==> src/verilog/led_sink_pkg.sv <==
// shared constants and types for the led sink shift port
package led_sink_pkg;

  // channel count and shift geometry
  localparam int CHANNELS = 16;
  // shift bit that feeds the serial output on the falling shift edge
  localparam int SO_TAP = 8;

  // bit positions of the synchronised control pins
  localparam int PIN_SCLK = 0;
  localparam int PIN_SDI = 1;
  localparam int PIN_LOAD = 2;
  localparam int PIN_OEN = 3;
  localparam int PIN_COUNT = 4;

  // reset levels of the synchronised pins: drive enable idles high
  localparam logic [3:0] PIN_RST = 4'h8;

  // register reset values
  localparam logic [15:0] SHIFT_RST = 16'h0000;
  localparam logic [15:0] DATA_RST = 16'h0000;
  localparam logic [15:0] DETAIL_RST = 16'hffff;
  localparam logic FLAG_RST = 1'b1;
  localparam logic SDO_RST = 1'b0;

  // pulse counts selecting a global error test
  localparam logic [2:0] SEL_TEMP = 3'h0;
  localparam logic [2:0] SEL_OPEN = 3'h1;
  localparam logic [2:0] SEL_SHORT = 3'h2;
  localparam logic [2:0] SEL_LOWCUR = 3'h3;
  localparam logic [2:0] SEL_THRESH = 3'h4;

  // least drive enable low time during a test
  localparam int CLK_MHZ = 250;
  localparam int TESTING_NS = 2000;
  localparam int TESTING_CYC = (TESTING_NS * CLK_MHZ + 999) / 1000;
  localparam int TEST_CNT_W = $clog2(TESTING_CYC + 1);

  // operating mode of the port
  typedef enum logic {MODE_NORMAL, MODE_ERROR} mode_e;

endpackage

==> src/verilog/pin_if.sv <==
// synchronised pin levels and edge pulses between the pin stage and the core
`timescale 1ns/10ps
interface pin_if;
  logic [led_sink_pkg::PIN_COUNT-1:0] lvl; // filtered level
  logic [led_sink_pkg::PIN_COUNT-1:0] rise; // one-cycle rising pulse
  logic [led_sink_pkg::PIN_COUNT-1:0] fall; // one-cycle falling pulse
  modport src (output lvl, output rise, output fall);
  modport dst (input lvl, input rise, input fall);
endinterface

==> src/verilog/diag_capture.sv <==
// fault comparator sampling and per-channel diagnostic result store
`timescale 1ns/10ps
module diag_capture (
  input wire logic mclk,
  input wire logic rst_n,
  input wire logic capture,
  input wire logic [15:0] ledOn,
  input wire logic [15:0] openSense,
  input wire logic [15:0] shortSense,
  input wire logic overTempSense,
  output logic [15:0] tempDetail,
  output logic [15:0] openDetail,
  output logic [15:0] shortDetail
);
  logic [32:0] s1_q, s2_q, s3_q; // sense sync chain
  logic [32:0] sen_q, sen_d; // filtered sense levels, one means fault
  logic [15:0] temp_q, temp_d, open_q, open_d, short_q, short_d;

  // filter, then capture results on drive enable rising
  always_comb begin
    sen_d = (s2_q & s3_q) | (sen_q & (s2_q | s3_q));
    temp_d = temp_q;
    open_d = open_q;
    short_d = short_q;
    if (capture) begin
      // zero marks a fault; dark channels cannot fail open or short and read one there, while temperature marks every channel
      temp_d = {16{~sen_q[32]}};
      open_d = ~(sen_q[15:0] & ledOn);
      short_d = ~(sen_q[31:16] & ledOn);
    end
  end

  // result and sync registers
  always_ff @(posedge mclk or negedge rst_n) begin
    if (!rst_n) begin
      s1_q <= '0;
      s2_q <= '0;
      s3_q <= '0;
      sen_q <= '0;
      temp_q <= led_sink_pkg::DETAIL_RST;
      open_q <= led_sink_pkg::DETAIL_RST;
      short_q <= led_sink_pkg::DETAIL_RST;
    end else begin
      s1_q <= {overTempSense, shortSense, openSense};
      s2_q <= s1_q;
      s3_q <= s2_q;
      sen_q <= sen_d;
      temp_q <= temp_d;
      open_q <= open_d;
      short_q <= short_d;
    end
  end

  assign tempDetail = temp_q;
  assign openDetail = open_q;
  assign shortDetail = short_q;
endmodule

==> src/verilog/led_sink_shift_diag_port.sv <==
// serial shift front end of a sixteen channel led sink driver with diagnostics
`timescale 1ns/10ps
module led_sink_shift_diag_port (
  input wire logic mclk,
  input wire logic rst_n,
  input wire logic shiftClk,
  input wire logic serial_in,
  input wire logic load_strobe,
  input wire logic loadStrobeDriven,
  input wire logic drive_enable_low,
  input wire logic driveEnableLowDriven,
  input wire logic [15:0] openSense,
  input wire logic [15:0] shortSense,
  input wire logic overTempSense,
  output logic [15:0] led_sink_outputs,
  output logic serial_out,
  output logic lowCurrentMode,
  output logic shortThreshLevel2,
  output logic errorModeActive,
  output logic testTimeMet
);

  // pin defaults and synchroniser feed

  // drive enable as seen behind its pull-up
  logic oenPin;
  // load strobe as seen behind its pull-down
  logic loadPin;
  // raw pin word into the three stage filter
  logic [led_sink_pkg::PIN_COUNT-1:0] pinRaw;

  // filtered levels and one-cycle edge pulses
  pin_if pins ();

  // shift clock rising, sampled once per edge
  logic sclkRise;
  // shift clock falling, moves the serial output
  logic sclkFall;
  // shift clock level, must be low at test entry
  logic sclkLvl;
  // serial input level at the current edge
  logic sdiLvl;
  // load strobe rising
  logic loadRise;
  // load strobe falling
  logic loadFall;
  // drive enable level, high means outputs off
  logic oenLvl;
  // drive enable rising, ends a diagnostic test
  logic oenRise;

  // per-channel results, zero marks a fault
  logic [15:0] tempDetail;
  logic [15:0] openDetail;
  logic [15:0] shortDetail;

  // strobe into the result store
  logic diagCapture;
  // global result of the selected test, one when clean
  logic globalFlag;

  // mode and test selection state
  led_sink_pkg::mode_e mode_q, mode_d;
  // pulse count since test entry
  logic [2:0] sel_q, sel_d;
  // low current diagnostic running
  logic lowCur_q, lowCur_d;
  // short threshold at its second level
  logic thresh2_q, thresh2_d;
  // registered copy of the mode for the port
  logic errAct_q, errAct_d;

  // serial shift register, bit zero takes the input
  logic [15:0] shift_q, shift_d;
  // displayed pattern, apart from the shift register
  logic [15:0] data_q, data_d;

  // sink outputs after the drive enable gate
  logic [15:0] ledOut_q, ledOut_d;
  // serial output flip-flop
  logic sdo_q, sdo_d;

  // cycles of drive enable low during a test
  logic [led_sink_pkg::TEST_CNT_W-1:0] testCnt_q, testCnt_d;
  // least testing time reached
  logic testMet_q, testMet_d;

  // detail word of a selection; other selections carry none
  function automatic logic [15:0] selDetail(
    input logic [2:0] sel,
    input logic [15:0] t,
    input logic [15:0] o,
    input logic [15:0] s
  );
    case (sel)
      led_sink_pkg::SEL_TEMP: selDetail = t;
      led_sink_pkg::SEL_OPEN: selDetail = o;
      led_sink_pkg::SEL_SHORT: selDetail = s;
      default: selDetail = 16'hffff;
    endcase
  endfunction

  // true where a selection has a per-channel report
  function automatic logic hasDetail(input logic [2:0] sel);
    hasDetail = (sel <= led_sink_pkg::SEL_SHORT);
  endfunction

  // load strobe reads low when undriven
  assign loadPin = loadStrobeDriven ? load_strobe : 1'b0;
  // drive enable reads high when undriven
  assign oenPin = driveEnableLowDriven ? drive_enable_low : 1'b1;

  // pin word in the order of the package positions
  assign pinRaw = {oenPin, loadPin, serial_in, shiftClk};

  // every pin is asynchronous to mclk, so all pass the filter
  pin_sync i_sync (
    .mclk(mclk),
    .rst_n(rst_n),
    .pinRaw(pinRaw),
    .pins(pins)
  );

  // unpack the filtered pins
  assign sclkRise = pins.rise[led_sink_pkg::PIN_SCLK];
  assign sclkFall = pins.fall[led_sink_pkg::PIN_SCLK];
  assign sclkLvl = pins.lvl[led_sink_pkg::PIN_SCLK];
  assign sdiLvl = pins.lvl[led_sink_pkg::PIN_SDI];
  assign loadRise = pins.rise[led_sink_pkg::PIN_LOAD];
  assign loadFall = pins.fall[led_sink_pkg::PIN_LOAD];
  assign oenLvl = pins.lvl[led_sink_pkg::PIN_OEN];
  assign oenRise = pins.rise[led_sink_pkg::PIN_OEN];

  // results are taken when drive enable rises in error mode;
  // only lit channels can be judged, so data_q marks them
  assign diagCapture = oenRise && (mode_q == led_sink_pkg::MODE_ERROR);

  diag_capture i_diag (
    .mclk(mclk),
    .rst_n(rst_n),
    .capture(diagCapture),
    .ledOn(data_q),
    .openSense(openSense),
    .shortSense(shortSense),
    .overTempSense(overTempSense),
    .tempDetail(tempDetail),
    .openDetail(openDetail),
    .shortDetail(shortDetail)
  );

  // global flag is the and of the detail word
  assign globalFlag = hasDetail(sel_q) ? &selDetail(sel_q, tempDetail, openDetail, shortDetail) : 1'b1;

  // mode and selection: next values
  always_comb begin
    mode_d = mode_q;
    sel_d = sel_q;
    lowCur_d = lowCur_q;
    thresh2_d = thresh2_q;
    case (mode_q)
      led_sink_pkg::MODE_NORMAL: begin
        // load rise, enable high, clock low
        if (loadRise && oenLvl && !sclkLvl) begin
          mode_d = led_sink_pkg::MODE_ERROR;
          sel_d = led_sink_pkg::SEL_TEMP;
          lowCur_d = 1'b0;
        end
      end
      led_sink_pkg::MODE_ERROR: begin
        if (loadFall) begin
          // leaving the test also ends the low current mode
          mode_d = led_sink_pkg::MODE_NORMAL;
          lowCur_d = 1'b0;
        end else if (sclkRise) begin
          // count saturates at the threshold step
          if (sel_q != led_sink_pkg::SEL_THRESH) begin
            sel_d = sel_q + 3'h1;
          end
          // fourth pulse takes the inverted level of the input
          if (sel_q == led_sink_pkg::SEL_LOWCUR) begin
            thresh2_d = !sdiLvl;
          end
          // third pulse starts low current mode
          lowCur_d = (sel_q == led_sink_pkg::SEL_SHORT);
        end
      end
      default: begin
        mode_d = led_sink_pkg::MODE_NORMAL;
      end
    endcase
    // port copy follows the next mode, so both move together
    errAct_d = (mode_d == led_sink_pkg::MODE_ERROR);
  end

  // mode and selection registers
  always_ff @(posedge mclk or negedge rst_n) begin
    if (!rst_n) begin
      mode_q <= led_sink_pkg::MODE_NORMAL;
      sel_q <= led_sink_pkg::SEL_TEMP;
      lowCur_q <= 1'b0;
      thresh2_q <= 1'b0;
      errAct_q <= 1'b0;
    end else begin
      mode_q <= mode_d;
      sel_q <= sel_d;
      lowCur_q <= lowCur_d;
      thresh2_q <= thresh2_d;
      errAct_q <= errAct_d;
    end
  end

  // shift and data registers: next values
  always_comb begin
    shift_d = shift_q;
    data_d = data_q;
    // clock rise shifts input into bit zero
    if ((mode_q == led_sink_pkg::MODE_NORMAL) && sclkRise) begin
      shift_d = {shift_q[14:0], sdiLvl};
    end
    // load fall loads the selected report
    if ((mode_q == led_sink_pkg::MODE_ERROR) && loadFall && hasDetail(sel_q)) begin
      shift_d = selDetail(sel_q, tempDetail, openDetail, shortDetail);
    end
    // load rise copies shift into data
    if (loadRise) begin
      data_d = shift_q;
    end
  end

  // data held apart from the shift register
  always_ff @(posedge mclk or negedge rst_n) begin
    if (!rst_n) begin
      shift_q <= led_sink_pkg::SHIFT_RST;
      data_q <= led_sink_pkg::DATA_RST;
    end else begin
      shift_q <= shift_d;
      data_q <= data_d;
    end
  end

  // outputs: next values
  always_comb begin
    // enable high turns every sink off
    ledOut_d = oenLvl ? 16'h0000 : data_q;
    sdo_d = sdo_q;
    if (mode_q == led_sink_pkg::MODE_ERROR) begin
      // flag gated with the chain input
      sdo_d = globalFlag & sdiLvl;
    end else if (sclkFall) begin
      // falling edge after tap eight is 8.5
      sdo_d = shift_q[led_sink_pkg::SO_TAP];
    end
  end

  // output flip-flops
  always_ff @(posedge mclk or negedge rst_n) begin
    if (!rst_n) begin
      ledOut_q <= 16'h0000;
      sdo_q <= led_sink_pkg::SDO_RST;
    end else begin
      ledOut_q <= ledOut_d;
      sdo_q <= sdo_d;
    end
  end

  // testing time: next values; a break in the low level restarts the count
  always_comb begin
    testCnt_d = testCnt_q;
    testMet_d = testMet_q;
    if (mode_d != led_sink_pkg::MODE_ERROR) begin
      testCnt_d = '0;
      testMet_d = 1'b0;
    end else if (!oenLvl) begin
      // count enable low time during a test
      if (int'(testCnt_q) < led_sink_pkg::TESTING_CYC) begin
        testCnt_d = testCnt_q + 1'b1;
      end else begin
        testMet_d = 1'b1;
      end
    end else begin
      testCnt_d = '0;
    end
  end

  // testing time registers
  always_ff @(posedge mclk or negedge rst_n) begin
    if (!rst_n) begin
      testCnt_q <= '0;
      testMet_q <= 1'b0;
    end else begin
      testCnt_q <= testCnt_d;
      testMet_q <= testMet_d;
    end
  end

  // every output straight from a flip-flop
  assign led_sink_outputs = ledOut_q;
  assign serial_out = sdo_q;
  assign lowCurrentMode = lowCur_q;
  assign shortThreshLevel2 = thresh2_q;
  assign errorModeActive = errAct_q;
  assign testTimeMet = testMet_q;
endmodule

==> src/verilog/pin_sync.sv <==
// three-stage pin synchroniser with agreement filter and edge pulses
`timescale 1ns/10ps
module pin_sync (
  input wire logic mclk,
  input wire logic rst_n,
  input wire logic [led_sink_pkg::PIN_COUNT-1:0] pinRaw,
  pin_if.src pins
);
  localparam int W = led_sink_pkg::PIN_COUNT;

  logic [W-1:0] s1_q, s2_q, s3_q; // sync chain, s1 feeds only s2
  logic [W-1:0] lvl_q, lvl_d; // accepted level
  logic [W-1:0] rise_q, rise_d, fall_q, fall_d; // edge pulses

  // level moves only when stages two and three agree
  always_comb begin
    lvl_d = (s2_q & s3_q) | (lvl_q & (s2_q | s3_q));
    rise_d = lvl_d & ~lvl_q;
    fall_d = ~lvl_d & lvl_q;
  end

  // register chain, level and pulses
  always_ff @(posedge mclk or negedge rst_n) begin
    if (!rst_n) begin
      s1_q <= led_sink_pkg::PIN_RST;
      s2_q <= led_sink_pkg::PIN_RST;
      s3_q <= led_sink_pkg::PIN_RST;
      lvl_q <= led_sink_pkg::PIN_RST;
      rise_q <= '0;
      fall_q <= '0;
    end else begin
      s1_q <= pinRaw;
      s2_q <= s1_q;
      s3_q <= s2_q;
      lvl_q <= lvl_d;
      rise_q <= rise_d;
      fall_q <= fall_d;
    end
  end

  assign pins.lvl = lvl_q;
  assign pins.rise = rise_q;
  assign pins.fall = fall_q;
endmodule
==> config.mk <==
export PLATFORM = sky130hd
export DESIGN_NAME = led_sink_shift_diag_port
export DESIGN_NICKNAME = d
export VERILOG_FILES = /design/src/verilog/led_sink_pkg.sv /design/src/verilog/pin_if.sv /design/src/verilog/diag_capture.sv /design/src/verilog/led_sink_shift_diag_port.sv /design/src/verilog/pin_sync.sv
export SDC_FILE = /design/constraint.sdc
export NUM_CORES = 1
export LEC_CHECK = 0
export ABC_CLOCK_PERIOD_IN_PS = 5300
export BUFFER_PORTS_ARGS = -buffer_cell sky130_fd_sc_hd__buf_4
export CAP_MARGIN = 10
export CORE_ASPECT_RATIO = 1.4
export CORE_MARGIN = 1
export CORE_UTILIZATION = 50
export DETAILED_ROUTE_END_ITERATION = 16
export GPL_TIMING_DRIVEN = 0
export HOLD_SLACK_MARGIN = 0.06
export PLACE_DENSITY = 0.71
export SYNTH_ARGS = -nofsm -noshare
export SYNTH_HDL_FRONTEND = slang
export SYNTH_SLANG_ARGS = --single-unit
==> constraint.sdc <==
create_clock -name mclk -period 5.3 [get_ports mclk]
set_input_delay 1.06 -clock mclk [delete_from_list [all_inputs] [get_ports mclk]]
set_output_delay 1.06 -clock mclk [all_outputs]
set_load 0.005 [all_outputs]
### Yosys cells after proc, flatten, opt, wreduce, memory -nomap -nowiden

Cells that the tools add are included.

| operators by class | value |
|---|---|
| magnitude comparators | 2 |
| reductions and logical operators | 16 |
| $add $sub $neg | 2 |
| bitwise gates (word level) | 20 |
| mux-type cells | 27 |
| equal/unequal tests | 12 |

Operators with widths:

| cell | number |
|---|---|
| bitwise AND 33 bit | 2 |
| OR 33 bit | 2 |
| 2-to-1 mux 16 bit | 3 |
| case mux 16 bit (3 select lines) | 1 |
| bitwise AND 16 bit | 2 |
| inverter 16 bit | 2 |
| 2-to-1 mux 9 bit | 3 |
| AND reduction 16 bit | 1 |
| 2-to-1 mux 1 bit | 13 |
| bitwise AND 4 bit | 3 |
| 2-to-1 mux 3 bit | 4 |
| adder 9 x 1 -> 9 bit (second input constant) | 1 |
| < comparator 9 bit (second input constant) | 1 |
| != test 2 bit (second input constant) | 4 |
| OR 4 bit | 2 |
| AND reduction 4 bit | 2 |
| equality test 3 x 2 -> 1 bit (second input constant) | 2 |
| logical AND 1 bit | 6 |
| != test 3 x 1 -> 1 bit (second input constant) | 2 |
| case mux 3 bit (2 select lines) | 1 |
| != test 2 x 1 -> 1 bit (second input constant) | 2 |
| inverter 4 bit | 1 |
| case mux 1 bit (2 select lines) | 2 |
| AND reduction 2 bit | 2 |
| other kinds (11) | 15 |

| storage, ports and cells | value |
|---|---|
| logic and storage cells | 102 |
| output and inout port bits | 21 |
| flip-flop bits (word level) | 253 |

### Longest topological paths before layout

Gate-level depths: netlist of the first run.

| logic depth | value |
|---|---|
| depth after elaboration | 6 |
| gate-level depth with buffers | 9 |
| mapped depth without buffers | 7 |

### Cells and area by module

From an unflattened synthesis of the first run, not the netlist that was laid out.

| unflattened totals | value |
|---|---|
| cells, all modules | 639 |
| area, all modules | 8899.8 µm² |

Modules (own cells, without submodules):

| module | area each (µm²) | cells each | times used |
|---|---|---|---|
| diag_capture | 4997.3 | 286 | 1 |
| led_sink_shift_diag_port | 3181.8 | 317 | 1 |
| pin_sync | 720.7 | 36 | 1 |

### Least setup slack after synthesis of the first run

OpenSTA, ideal clock, no wires.

| path | value |
|---|---|
| path type | flip-flop to flip-flop |
| start | register sel_q[1] |
| end | register shift_q[6] |
| data required time | 5.167 ns |
| stages on the path, launching flop included | 9 |
| buffers on the path | 2 |
| setup slack | 3.598 ns |
| arrival time | 1.569 ns |
| cell sequence | dfrtp_1 > inv_1 > ha_1 > buf_4 > nor3_1 > a211oi_2 > buf_6 > o21a_1 > o21ai_0 |

| on the way | value |
|---|---|
| longest elaborated chain between the ends | 3 |
| elaborated cells between the ends (all ways) | 8 |

RTL lines:

| item | RTL line | RTL |
|---|---|---|
| from (decl) | led_sink_shift_diag_port.sv:65 | `logic [2:0] sel_q, sel_d;` |
| from (signal assigned) | led_sink_shift_diag_port.sv:199 | `sel_q <= led_sink_pkg::SEL_TEMP;` |
| from (signal assigned) | led_sink_shift_diag_port.sv:205 | `sel_q <= sel_d;` |
| <= comparator 3 x 2 -> 1 bit, or another cell as far along | led_sink_shift_diag_port.sv:105 | `hasDetail = (sel <= led_sink_pkg::SEL_SHORT);` |
| logical AND 1 bit or case mux 16 bit (3 select lines) (tied branches) | led_sink_shift_diag_port.sv:221, led_sink_shift_diag_port.sv:95 |  |
| 2-to-1 mux 16 bit or nonzero test 2 bit (tied branches) | -- |  |
| to (signal assigned) | led_sink_shift_diag_port.sv:233 | `shift_q <= led_sink_pkg::SHIFT_RST;` |
| to (signal assigned) | led_sink_shift_diag_port.sv:236 | `shift_q <= shift_d;` |
| to (decl) | led_sink_shift_diag_port.sv:74 | `logic [15:0] shift_q, shift_d;` |

Several ways; a longest one is shown, not always the timed one.
A chain may end at the register's enable or synchronous reset.

### Worst setup path after layout of the first run

| path | value |
|---|---|
| start | register errAct_q, in the netlist errorModeActive |
| end | output port errorModeActive |

RTL lines:

| item | RTL line | RTL |
|---|---|---|
| from (decl) | led_sink_shift_diag_port.sv:71 | `logic errAct_q, errAct_d;` |
| from (signal assigned) | led_sink_shift_diag_port.sv:208 | `errAct_q <= errAct_d;` |
| to (decl) | led_sink_shift_diag_port.sv:19 | `output logic errorModeActive,` |

No word-level cell between the ends.

==> qor.csv, run 1 <==
stage,metric,value,unit
outcome,outcome,"complete, but fails checks",
outcome,violated checks,design-rule violations,
cts,H-tree depth,1,
yosys,syn_nets,620,
sta,RSZ-0062 raised after global routing,false,
global_routing,"Remaining Overflow, GRT",0,
cts,# resized after CTS,0,
place,Placed Cells,839,
route,DR vias/cell,5.445,
power,Comb power frac,14.9,%
final_layout,Final Instance Area,0.01008,mm2
critical_path,type of origin of the critical path,flip-flop,
global_routing,largest net degree at the start of global routing,93,
yosys,"Avg Cell Area, Syn",14.82,um2
sta,Tcrit/Tclk final,40.51,%
yosys,Synth Area in Compound Gates,9.447,%
die,Initial Util,50.91,%
route,Routed Antenna Nets,0,
final_layout,"commonest cells after routing, fill and taps aside","dfrtp_1 (214), buf_4 (63), nor2_1 (48)",
sta,Pins Over Slew Limit,0,
power,clock share of power,34.5,%
critical_path,Worst path max stage delay,440,ps
route,DR pass1 iterations,11,
route,final wirelength,15620,um
yosys,adder-cell share of the synthesized area,5.129,%
place,Routability Congestion,0.8484,
sta,relative slew slack,52.87,%
die,row cnt,56,
final_layout,Nets,708,
route,Iteration-0 DRC Markers,320,
critical_path,CP arrival,1090,ps
critical_path,buffer and inverter count on the worst path,1,
cts,clock root buffer master,clkbuf_16,
sta,Final Hold Viols,0,
power,Int Pwr,0.003732,W
route,Routed WL per cell,17.73,um
yosys,Synthesis Warnings,0,
cts,Post-CTS Hold Buffers,0,
die,Chip Height,156.2,um
cts,Clock transition at path regs,60,ps
critical_path,Crit Path Max Fanout,5,
power,Sw Pwr,0.001282,W
sta,skew final,19.77,ps
final_layout,antenna diode count,0,
yosys,xor/xnor share of the synthesized area,0.5158,%
yosys,"FFs w/ async S/R, synth",100.0,%
die,# IOs,62,
sta,setup TNS,0,ps
worst_hold_path,Hold Crit Class,reg -> reg,
job,Max-Cap Viols,0,
yosys,"Distinct cells, synth",42,
place,Post-Place Setup Slack,2925,ps
die,die width,112.1,um
critical_path,crit end category,primary output,
sta,endpoints failing setup,0,
place,Placed Area,0.009264,mm2
cts,clock buffer count from CTS,23,
cts,clock buffer depth,3,
critical_path,Crit Path Class,reg -> out,
final_layout,Syn-to-layout area delta,18.69,%
sta,min cycle time layout,2147,ps
yosys,Simple-Gate Fraction of Synth Area,5.910,%
yosys,mapped cell area,0.008489,mm2
yosys,Yosys reg bits,251,
power,sequential share of power,50.5,%
global_routing,vias in the first global route,5096,
yosys,largest family of logic cells by synthesized area,compound AO/OA/AOI/OAI gates,
yosys,"EDFF count, synth",0,
power,worst vdd ir,0.2748,mV
critical_path,"Req. time, crit path",4240,ps
cts,Post CTS Setup Buffer Count,0,
die,Die Area,0.01751,mm2
final_layout,proportion of layout cells with a drive suffix above 1,25.22,%
final_layout,Final Instance Count excl. Fillers,881,
cts,clk_lat worst skew,500,ps
power,Cell Pwr Density,497.6,mW/mm2
critical_path,Crit-path slowest cell,dfrtp_1,
yosys,ys flop type,dfrtp_1,
sta,Fmax,465.8,MHz
yosys,sequential share of the synthesized area,74.53,%
final_layout,Final Util,60.42,%
die,Core ar.,0.01668,mm2
critical_path,"delay-heaviest family, CP",flip-flops,
critical_path,CP cell instances,buf_4,
cts,CTS tree,done,
sta,Final WS setup,3153,ps
route,DRC errors left,1,
route,via count,4797,
sta,slew of the pin with the lowest slew margin,707.0,ps
cts,CTS Sinks,251,
yosys,post-synthesis cell count,573,
global_routing,first-pass GRT wire length,25670,um
yosys,multiplexer share of the synthesized area,2.594,%
place,Port-buffer cells,61,
global_routing,total track usage,18.50,%
final_layout,"most common cell after layout, fill and taps aside",dfrtp_1,
power,Net Sw Frac,25.57,%
global_routing,antenna violations before repair,0,
place,DP Wirelength,10190,um
power,P_leak,4.396,nW
-- layer usage --
metal / track usage [%] / part of all wire [%]
met1: 23.78 / 41
met2: 32.21 / 52
met3: 3.108 / 4.9
met4: 5.841 / 1.5
met5: 0 / 0
-- cells in the mapped netlist (4+ instances only) --
cell	n	share of area, %
ha_1	6	0.88
o21ai_0	22	1.3
inv_1	8	0.35
xor2_1	4	0.41
mux2i_1	4	0.47
nor2_1	48	2.1
nor2b_1	16	1.2
nand4_1	4	0.29
mux2_2	16	2.1
o21a_1	17	1.5
a22oi_1	31	2.7
clkbuf_1	9	0.40
dfrtp_1	214	63
nand2_1	12	0.53
nor3_1	8	0.47
buf_1	4	0.18
maj3_1	36	4.2
buf_2	7	0.41
nand3_1	4	0.24
dfstp_2	37	11
a31oi_1	34	2.5
-- registers in the layout, indices dropped and copies added, names as in the netlist, 33 cells and up --
name / count
i_diag.s3_q: 33
i_diag.s2_q: 33
i_diag.s1_q: 33
i_diag.sen_q: 33
-- path summary, 6_finish.rpt --
path	from	to	slack [ps]	cells after the start
max reg2reg	sel_q[1]$_DFFE_PN0P_	shift_q[12]$_DFFE_PN0P_	3230	8
max in group asynchronous	rst_n	i_diag.shortDetail[8]$_DFFE_PN1P_	3520	3
min in group asynchronous	rst_n	testCnt_q[8]$_DFFE_PN0P_	510	1
min reg2reg	i_diag.s1_q[20]$_DFF_PN0_	i_diag.s2_q[20]$_DFF_PN0_	350	0
min	i_diag.s1_q[20]$_DFF_PN0_	i_diag.s2_q[20]$_DFF_PN0_	350	0
max	errorModeActive$_DFF_PN0_	errorModeActive	3150	1
-- metrics by stage --
step           hold slack, ps  total power (W)
2_1_floorplan           331.2         0.003023
3_3_place_gp            331.3         0.003251
3_5_place_dp            334.7         0.003309
4_1_cts                 348.3         0.005056
5_1_grt                 355.8         0.005247
6_report                346.4         0.005014
-- layout make-up --
| cell class | count | area (um2) |
|---|---|---|
| buffer | 25 | 128.9 |
| clock buffer | 32 | 649.4 |
| clock inverter | 10 | 162.7 |
| fill | 1307 | 6600 |
| inverter | 8 | 30.03 |
| multi-input combinational | 289 | 2003 |
| sequential | 251 | 6327 |
| tap | 203 | 254.0 |
| timing repair buffer | 63 | 520.5 |
-- power by group through the flow --
| stage | registers (W) | logic, W | clock network [W] |
|---|---|---|---|
| after floorplan | 0.00248 | 0.000542 | 0 |
| after global placement | 0.00255 | 0.000705 | 0 |
| after global routing | 0.00257 | 0.000833 | 0.00184 |
| after CTS | 0.00253 | 0.000753 | 0.00177 |
| final | 0.00253 | 0.000749 | 0.00173 |
| after detailed placement | 0.00256 | 0.000748 | 0 |
-- cell families after synthesis --
family / count (synthesis)
buf+inv: 33
simple gates: 105
compound gates: 117
xor+xnor: 5
mux: 20
fa+ha+maj: 42
flops: 251
Power figures use the tool's default switching activity.
==> inputs of run 2 (changes only) <==
ABC_AREA = 1   (was default)
ABC_CLOCK_PERIOD_IN_PS = 1800   (was 5300)
PLACE_DENSITY = 0.74   (was 0.71)
clock period = 1.8 ns   (was 5.3 ns; I/O delays follow)
==> run 2 against run 1 <==
  * Largest power group unchanged
  * Critical endpoint is now serial_out$_DFFE_PN0P_
  * Non-clock buffer count is 43 higher
  * Final cell count is 23% higher
  * Clock power grew to 3.1 times the previous value
  * Setup slack worse by 3200 ps
  * Via count is 16% higher
  * The run ends with negative setup slack left
  * Register-to-register slack worse by 3300 ps
  * Critical path depth is 13 higher
  * Cell area is 8.4% higher
  * Combinational power grew to 4.1 times the previous value
  * Synthesized area is 2.0% higher
  * Clock skew is 8.0 ps lower
  * First-iteration DRC count is 17% higher
==> qor.csv, run 2 <==
stage,metric,value,unit,change
outcome,outcome,"complete, but fails checks",,
outcome,violated checks,negative setup slack,,
power,Sw Pwr,0.004335,W,+240%
sta,hold_ws,343.8,ps,-2.675 ps
power,Cell Pwr Density,1455,mW/mm2,+190%
die,die width,113.2,um,+0.99%
route,Iteration-0 DRC Markers,374,,+17%
global_routing,largest net degree at the start of global routing,136,,+46%
power,P_leak,4.947,nW,+13%
final_layout,Final Instance Area,0.01093,mm2,+8.4%
cts,clock root buffer master,clkbuf_16,,
global_routing,first-pass GRT wire length,28430,um,+11%
power,Comb power frac,19.2,%,+4.3 points
yosys,"Avg Cell Area, Syn",12.41,um2,-16%
cts,H-tree depth,1,,unchanged
final_layout,Final Util,64.71,%,+4.3 points
yosys,ranking of synthesized cells by area,"dfrtp_1 (62%), dfstp_2 (11%), nand2_1 (4.3%)",,
sta,Final Hold Viols,0,,unchanged
die,row cnt,56,,unchanged
yosys,"FFs w/ async S/R, synth",100.0,%,unchanged
yosys,most frequent cell after synthesis,dfrtp_1,,
die,# IOs,62,,unchanged
power,clock share of power,34.3,%,-0.2 points
yosys,sequential share of the synthesized area,73.05,%,-1.5 points
yosys,share of the synthesized area in the top cell type,61.82,%,-1.3 points
yosys,largest area contributor in the netlist,dfrtp_1,,
sta,Tcrit/Tclk final,101.9,%,
cts,CTS Sinks,251,,unchanged
route,Top Layer Used,met4,,
route,Routed WL per cell,16.21,um,-8.5%
route,WL met2,9039,um,+10%
power,Net Sw Frac,27.27,%,+1.7 points
sta,min cycle time layout,1833,ps,
cts,clock buffer depth,3,,unchanged
yosys,Synthesis Warnings,0,,unchanged
yosys,Yosys reg bits,251,,unchanged
final_layout,Nets,881,,+24%
route,Routed Antenna Nets,0,,unchanged
yosys,"top cells by count, synth","dfrtp_1 (214), nand2_1 (99), nor2_1 (68)",,
critical_path,crit end category,flip-flop,,
final_layout,Layout fillers,1225,,-6.3%
route,DR pass1 iterations,5,,-6
critical_path,CP cell instances,buf_6 -> ha_4 -> inv_4 -> nor2_4 -> nand2_1 -> nand2_2 -> inv_1 -> o21ai_1 -> nand2_1 -> nor2_1 -> nand2_1 -> nand2_1 -> nand2_1 -> nand2_1,,
place,DP Wirelength,11280,um,+11%
sta,skew final,11.81,ps,-7.954 ps
yosys,post-synthesis cell count,698,,+22%
place,Placed Area,0.009473,mm2,+2.3%
power,Int Pwr,0.01156,W,+210%
critical_path,"Req. time, crit path",2240,ps,-2000 ps
global_routing,"Remaining Overflow, GRT",0,,unchanged
final_layout,Syn-to-layout area delta,26.14,%,
critical_path,Crit-path slowest cell,dfrtp_2,,
final_layout,antenna diode count,0,,unchanged
global_routing,total track usage,20.53,%,+2.0 points
cts,clock buffer count from CTS,24,,+4.3%
power,worst vdd ir,0.8260,mV,+200%
job,Max-Cap Viols,0,,unchanged
critical_path,R2R depth,14,,+6
die,Initial Util,51.30,%,+0.39 points
place,Routability Congestion,0.8480,,about the same
sta,Fmax,545.4,MHz,
global_routing,antenna violations before repair,0,,unchanged
die,Chip Height,157.7,um,+1.0%
sta,slew of the pin with the lowest slew margin,788.1,ps,+81.13 ps
route,DR vias/cell,5.148,,-5.5%
critical_path,Worst path max stage delay,390,ps,-50 ps
power,Pwr Total,0.01589,W,+220%
yosys,ys flop type,dfrtp_1,,
sta,endpoints failing setup,1,,+1
cts,Clock transition at path regs,60,ps,about the same
route,met3 WL post-DR,748,um,-3.0%
worst_hold_path,hold path depth,0,,unchanged
worst_hold_path,Hold Crit Class,reg -> reg,,
critical_path,"delay-heaviest family, CP",simple AND/OR/NAND/NOR gates,,
critical_path,type of origin of the critical path,flip-flop,,
route,via count,5580,,+16%
critical_path,Crit Path Max Fanout,5,,unchanged
critical_path,buffer and inverter count on the worst path,3,,+2
sta,setup TNS,-33.39,ps,-33.39 ps
critical_path,CP arrival,2270,ps,+1180 ps
yosys,"EDFF count, synth",0,,unchanged
route,M1 wire length,7123,um,+11%
final_layout,"most common cell after layout, fill and taps aside",dfrtp_1,,
route,DRC errors left,0,,-1
yosys,"Distinct cells, synth",32,,-24%
cts,CTS tree,done,,
critical_path,Crit Path Class,reg -> reg,,
die,Core ar.,0.01689,mm2,+1.3%
place,Port-buffer cells,61,,unchanged
final_layout,"commonest cells after routing, fill and taps aside","dfrtp_1 (211), nand2_1 (94), buf_4 (67)",,
power,sequential share of power,46.5,%,-4.0 points
die,Die Area,0.01786,mm2,+2.0%
sta,RSZ-0062 raised after global routing,true,,
yosys,mapped cell area,0.008662,mm2,+2.0%
final_layout,proportion of layout cells with a drive suffix above 1,22.07,%,-3.2 points
route,final wirelength,17570,um,+13%
critical_path,CP Depth,14,,+13
yosys,syn_nets,745,,+20%
sta,relative slew slack,47.46,%,-5.4 points
global_routing,vias in the first global route,5851,,+15%
cts,clk_lat worst skew,510,ps,about the same
sta,Final WS setup,-33.39,ps,-3186 ps
critical_path,"Top cell by count, worst path",nand2_1,,
sta,Pins Over Slew Limit,0,,unchanged
## run 2: changes by cell type in the layout (fill, tap and decap cells not counted), moves of 16 or more
cell / previous run / this run
inv_1: 8 / 62
nand2_1: 12 / 94
dlygate4sd3_1: 0 / 40
o21a_1: 17 / 0
nand3_1: 4 / 33
a22oi_1: 31 / 0
mux2_2: 16 / 0
nor2b_1: 16 / 0
nor2_1: 48 / 65
## run 2: stage by stage
stage                     std cells  setup WS (ps)
after floorplan                 698          112.6
after global placement          991          -1344
after detailed placement        993         -347.6
after CTS                      1080          3.141
after global routing           1084         -104.3
final                          1084         -33.39
## run 2: kinds of logic (layout without fill, tap and decap cells)
logic type      Yosys count  after routing  share of synthesized area (%)
simple gates            209            209                          9.938
compound gates          105            105                          7.482
buf+inv                  91            245                          4.536
flops                   251            251                          73.05
xor+xnor                  2              2                         0.2023
fa+ha+maj                40             40                          4.796
## run 2: final cells by class
type	instances	area [um2]	share of cell area, %
multi-input combinational	356	2021	18.49
clock buffer	36	706.9	6.470
buffer	21	163.9	1.500
sequential	251	6331	57.94
timing repair buffer	110	977.2	8.943
clock inverter	8	168.9	1.546
tap	232	290.3	2.657
inverter	70	267.8	2.450
## run 2: metal layers
| metal | vias to the layer above | GRT usage [%] |
|---|---|---|
| met2 | 155 | 36.55 |
| met1 | 2804 | 25.12 |
| li1 | 2570 | - |
| met5 | - | 0 |
| met4 | 0 | 8.459 |
| met3 | 51 | 2.986 |
## run 2: final timing paths
check                                                from                          endpoint  slack (ps)
worst min-delay path            i_diag.s1_q[19]$_DFF_PN0_         i_diag.s2_q[19]$_DFF_PN0_         340
worst max-delay path                 sel_q[1]$_DFFE_PN0P_            serial_out$_DFFE_PN0P_         -30
worst min register to register  i_diag.s1_q[19]$_DFF_PN0_         i_diag.s2_q[19]$_DFF_PN0_         340
min in group asynchronous                           rst_n          testCnt_q[2]$_DFFE_PN0P_         500
worst max register to register       sel_q[1]$_DFFE_PN0P_            serial_out$_DFFE_PN0P_         -30
max in group asynchronous                           rst_n  i_diag.openDetail[9]$_DFFE_PN1P_         330
## run 2: repair_timing
item	in CTS	in global routing
buffers inserted	3	4
pin swaps	0	7
resized for setup	23	21
endpoints found under the setup margin	27	21
hold buffers	40	0
hold endpoints to repair	154	0
## run 2: power groups by stage
| stage | Sequential, W | Clock (W) | Combinational (W) |
|---|---|---|---|
| after global routing | 0.00749 | 0.00579 | 0.00345 |
| after CTS | 0.00738 | 0.00560 | 0.00292 |
| after detailed placement | 0.00747 | 0 | 0.00269 |
| final | 0.00740 | 0.00544 | 0.00305 |
| after global placement | 0.00741 | 0 | 0.00258 |
| after floorplan | 0.00727 | 0 | 0.00192 |
==> inputs of run 3 (changes only) <==
CELL_PAD_IN_SITES_DETAIL_PLACEMENT = 2   (was default)
CELL_PAD_IN_SITES_GLOBAL_PLACEMENT = 2   (was default)
CORE_UTILIZATION = 37   (was 50)
PLACE_DENSITY = 0.78   (was 0.74)
==> run 3 against run 2 <==
  * The run still ends with negative setup slack left
  * Total power grew 5.1%
  * Sequential power increased by 1%
  * Utilization shrank 15 points
  * First-iteration DRC count decreased by 41%
  * Clock skew grew 0.93 ps
  * Via count increased by 4.6%
  * Register-to-register slack lost 80 ps
  * Hold slack gained 5.2 ps
  * Critical path depth rose by 1
  * Sequential cell count unchanged
  * Global-route usage is 0.81 points lower
  * Setup slack worse by 83 ps
==> qor.csv, run 3 (synthesis gave the netlist of run 2 again) <==
stage,metric,value,unit,change
outcome,outcome,"complete, but fails checks",,
outcome,violated checks,negative setup slack,,
final_layout,Final Instance Area,0.01121,mm2,+2.6%
place,DP Wirelength,14650,um,+30%
sta,Final Hold Viols,0,,unchanged
power,Cell Pwr Density,1490,mW/mm2,+2.4%
final_layout,Layout fillers,2235,,+82%
cts,Clock transition at path regs,70,ps,about the same
power,Pwr Total,0.01670,W,+5.1%
sta,Fmax,521.8,MHz,-4.3%
global_routing,total track usage,19.72,%,-0.81 points
final_layout,"most common cell after layout, fill and taps aside",dfrtp_1,,
die,Core ar.,0.02277,mm2,+35%
global_routing,"Remaining Overflow, GRT",0,,unchanged
critical_path,Crit Path Max Fanout,4,,-1
sta,skew final,12.74,ps,+0.9254 ps
final_layout,Nets,894,,+1.5%
final_layout,antenna diode count,0,,unchanged
final_layout,proportion of layout cells with a drive suffix above 1,26.47,%,+4.4 points
die,Chip Height,183.0,um,+16%
sta,setup TNS,-343.3,ps,-309.9 ps
sta,Tcrit/Tclk final,106.5,%,+4.6 points
place,Routability Congestion,0.8592,,+1.3%
sta,Final WS setup,-116.6,ps,-83.21 ps
cts,clock root buffer master,clkbuf_16,,
cts,clock buffer count from CTS,25,,+4.2%
sta,relative slew slack,52.25,%,+4.8 points
route,Routed Antenna Nets,0,,unchanged
die,Initial Util,38.04,%,-13 points
worst_hold_path,Hold Crit Class,reg -> reg,,
sta,endpoints failing setup,12,,+11
die,die width,131.3,um,+16%
route,DR pass1 iterations,4,,-1
sta,slew of the pin with the lowest slew margin,716.2,ps,-71.86 ps
place,Port-buffer cells,61,,unchanged
power,worst vdd ir,0.7446,mV,-9.9%
critical_path,crit end category,flip-flop,,
route,DR vias/cell,5.006,,-2.8%
cts,CTS tree,done,,
global_routing,grt met3 use,2.681,%,-0.31 points
critical_path,"Req. time, crit path",2260,ps,+20 ps
final_layout,Final Util,49.21,%,-15 points
cts,H-tree depth,1,,unchanged
route,final wirelength,23760,um,+35%
sta,RSZ-0062 raised after global routing,true,,
route,Iteration-0 DRC Markers,219,,-41%
power,P_leak,5.037,nW,+1.8%
route,via count,5837,,+4.6%
global_routing,antenna violations before repair,0,,unchanged
final_layout,"commonest cells after routing, fill and taps aside","dfrtp_1 (212), nand2_1 (82), buf_4 (75)",,
die,row cnt,65,,+16%
final_layout,area of the multi-input gates,0.002157,mm2,+6.7%
cts,CTS Sinks,251,,unchanged
die,# IOs,62,,unchanged
global_routing,grt met1 use,21.70,%,-3.4 points
final_layout,Syn-to-layout area delta,29.38,%,
critical_path,Crit Path Class,reg -> reg,,
route,DRC errors left,0,,unchanged
sta,min cycle time layout,1917,ps,+83.21 ps
final_layout,Reg area,0.006330,mm2,about the same
cts,clock buffer depth,3,,unchanged
job,Max-Cap Viols,0,,unchanged
critical_path,type of origin of the critical path,flip-flop,,
critical_path,CP arrival,2370,ps,+100 ps
route,Routed WL per cell,20.37,um,+26%
place,Placed Area,0.009559,mm2,+0.91%
global_routing,largest net degree at the start of global routing,130,,-4.4%
global_routing,most used routing layer,met2,,
cts,clk_lat worst skew,520,ps,about the same
sta,Pins Over Slew Limit,0,,unchanged
die,Die Area,0.02404,mm2,+35%
global_routing,vias in the first global route,6920,,+18%
global_routing,first-pass GRT wire length,36890,um,+30%
global_routing,grt met2 use,38.04,%,+1.5 points
[run 3: final cells by class]
class	count	share of cell area, %
flip-flops and latches	251	56.48
repair buffers	122	9.814
plain buffers	21	1.675
clock inverters	8	0.8932
inverters	70	2.367
multi-input cells	356	19.25
well taps	301	3.360
clock buffers	37	6.163
[run 3: what timing repair did]
item                       CTS  global route
setup endpoints to repair   45            20
hold buffers                40             0
hold endpoints to repair   152             0
gates resized for setup     38            50
pin swaps                    2            21
cloned                       0             1
buffers inserted             8            10
[run 3: worst max-delay path, stage by stage (launching register included)]
cell,delay [ps]
dfrtp_1,420
inv_2,120
ha_4,200
inv_4,60
nor2_4,140
buf_12,130
nand2_1,60
nand2_1,90
inv_2,50
o21ai_2,100
nand2_1,70
nor2_2,120
nand2_1,90
nand2_1,80
nand2_1,60
nand2_1,60
[run 3: power breakdown]
part           total (W)  leakage (nW)  switching, W  internal, W
Sequential       0.00749          3.02      0.000684      0.00680
Combinational    0.00413          1.63       0.00238      0.00175
Clock            0.00509         0.383       0.00214      0.00295
[run 3: metrics by stage]
| step | worst slack [ps] | hold WS (ps) | cells |
|---|---|---|---|
| 2_1_floorplan | 112.6 | 64.41 | 698 |
| 3_3_place_gp | -1443 | 331.6 | 1060 |
| 3_5_place_dp | -589.9 | 336.2 | 1062 |
| 4_1_cts | -54.96 | 351.4 | 1155 |
| 5_1_grt | -196.3 | 355.3 | 1166 |
| 6_report | -116.6 | 349.0 | 1166 |
[run 3: final timing paths]
| path | end | from | slack (ps) | cells after the start |
|---|---|---|---|---|
| max in group asynchronous | i_diag.s2_q[29]$_DFF_PN0_ | rst_n | 280 | 4 |
| worst max-delay path | serial_out$_DFFE_PN0P_ | sel_q[0]$_DFFE_PN0P_ | -120 | 15 |
| worst max register to register | serial_out$_DFFE_PN0P_ | sel_q[0]$_DFFE_PN0P_ | -120 | 15 |
| min in group asynchronous | i_diag.s2_q[15]$_DFF_PN0_ | rst_n | 500 | 3 |
| worst min-delay path | i_diag.s2_q[29]$_DFF_PN0_ | i_diag.s1_q[29]$_DFF_PN0_ | 350 | 0 |
| worst min register to register | i_diag.s2_q[29]$_DFF_PN0_ | i_diag.s1_q[29]$_DFF_PN0_ | 350 | 0 |
[run 3: layer usage]
metal / wire length, um / part of all wire, %
met3: 690 / 2.9
met5: 0 / 0
met4: 864 / 3.6
met1: 8778 / 37
met2: 13420 / 57
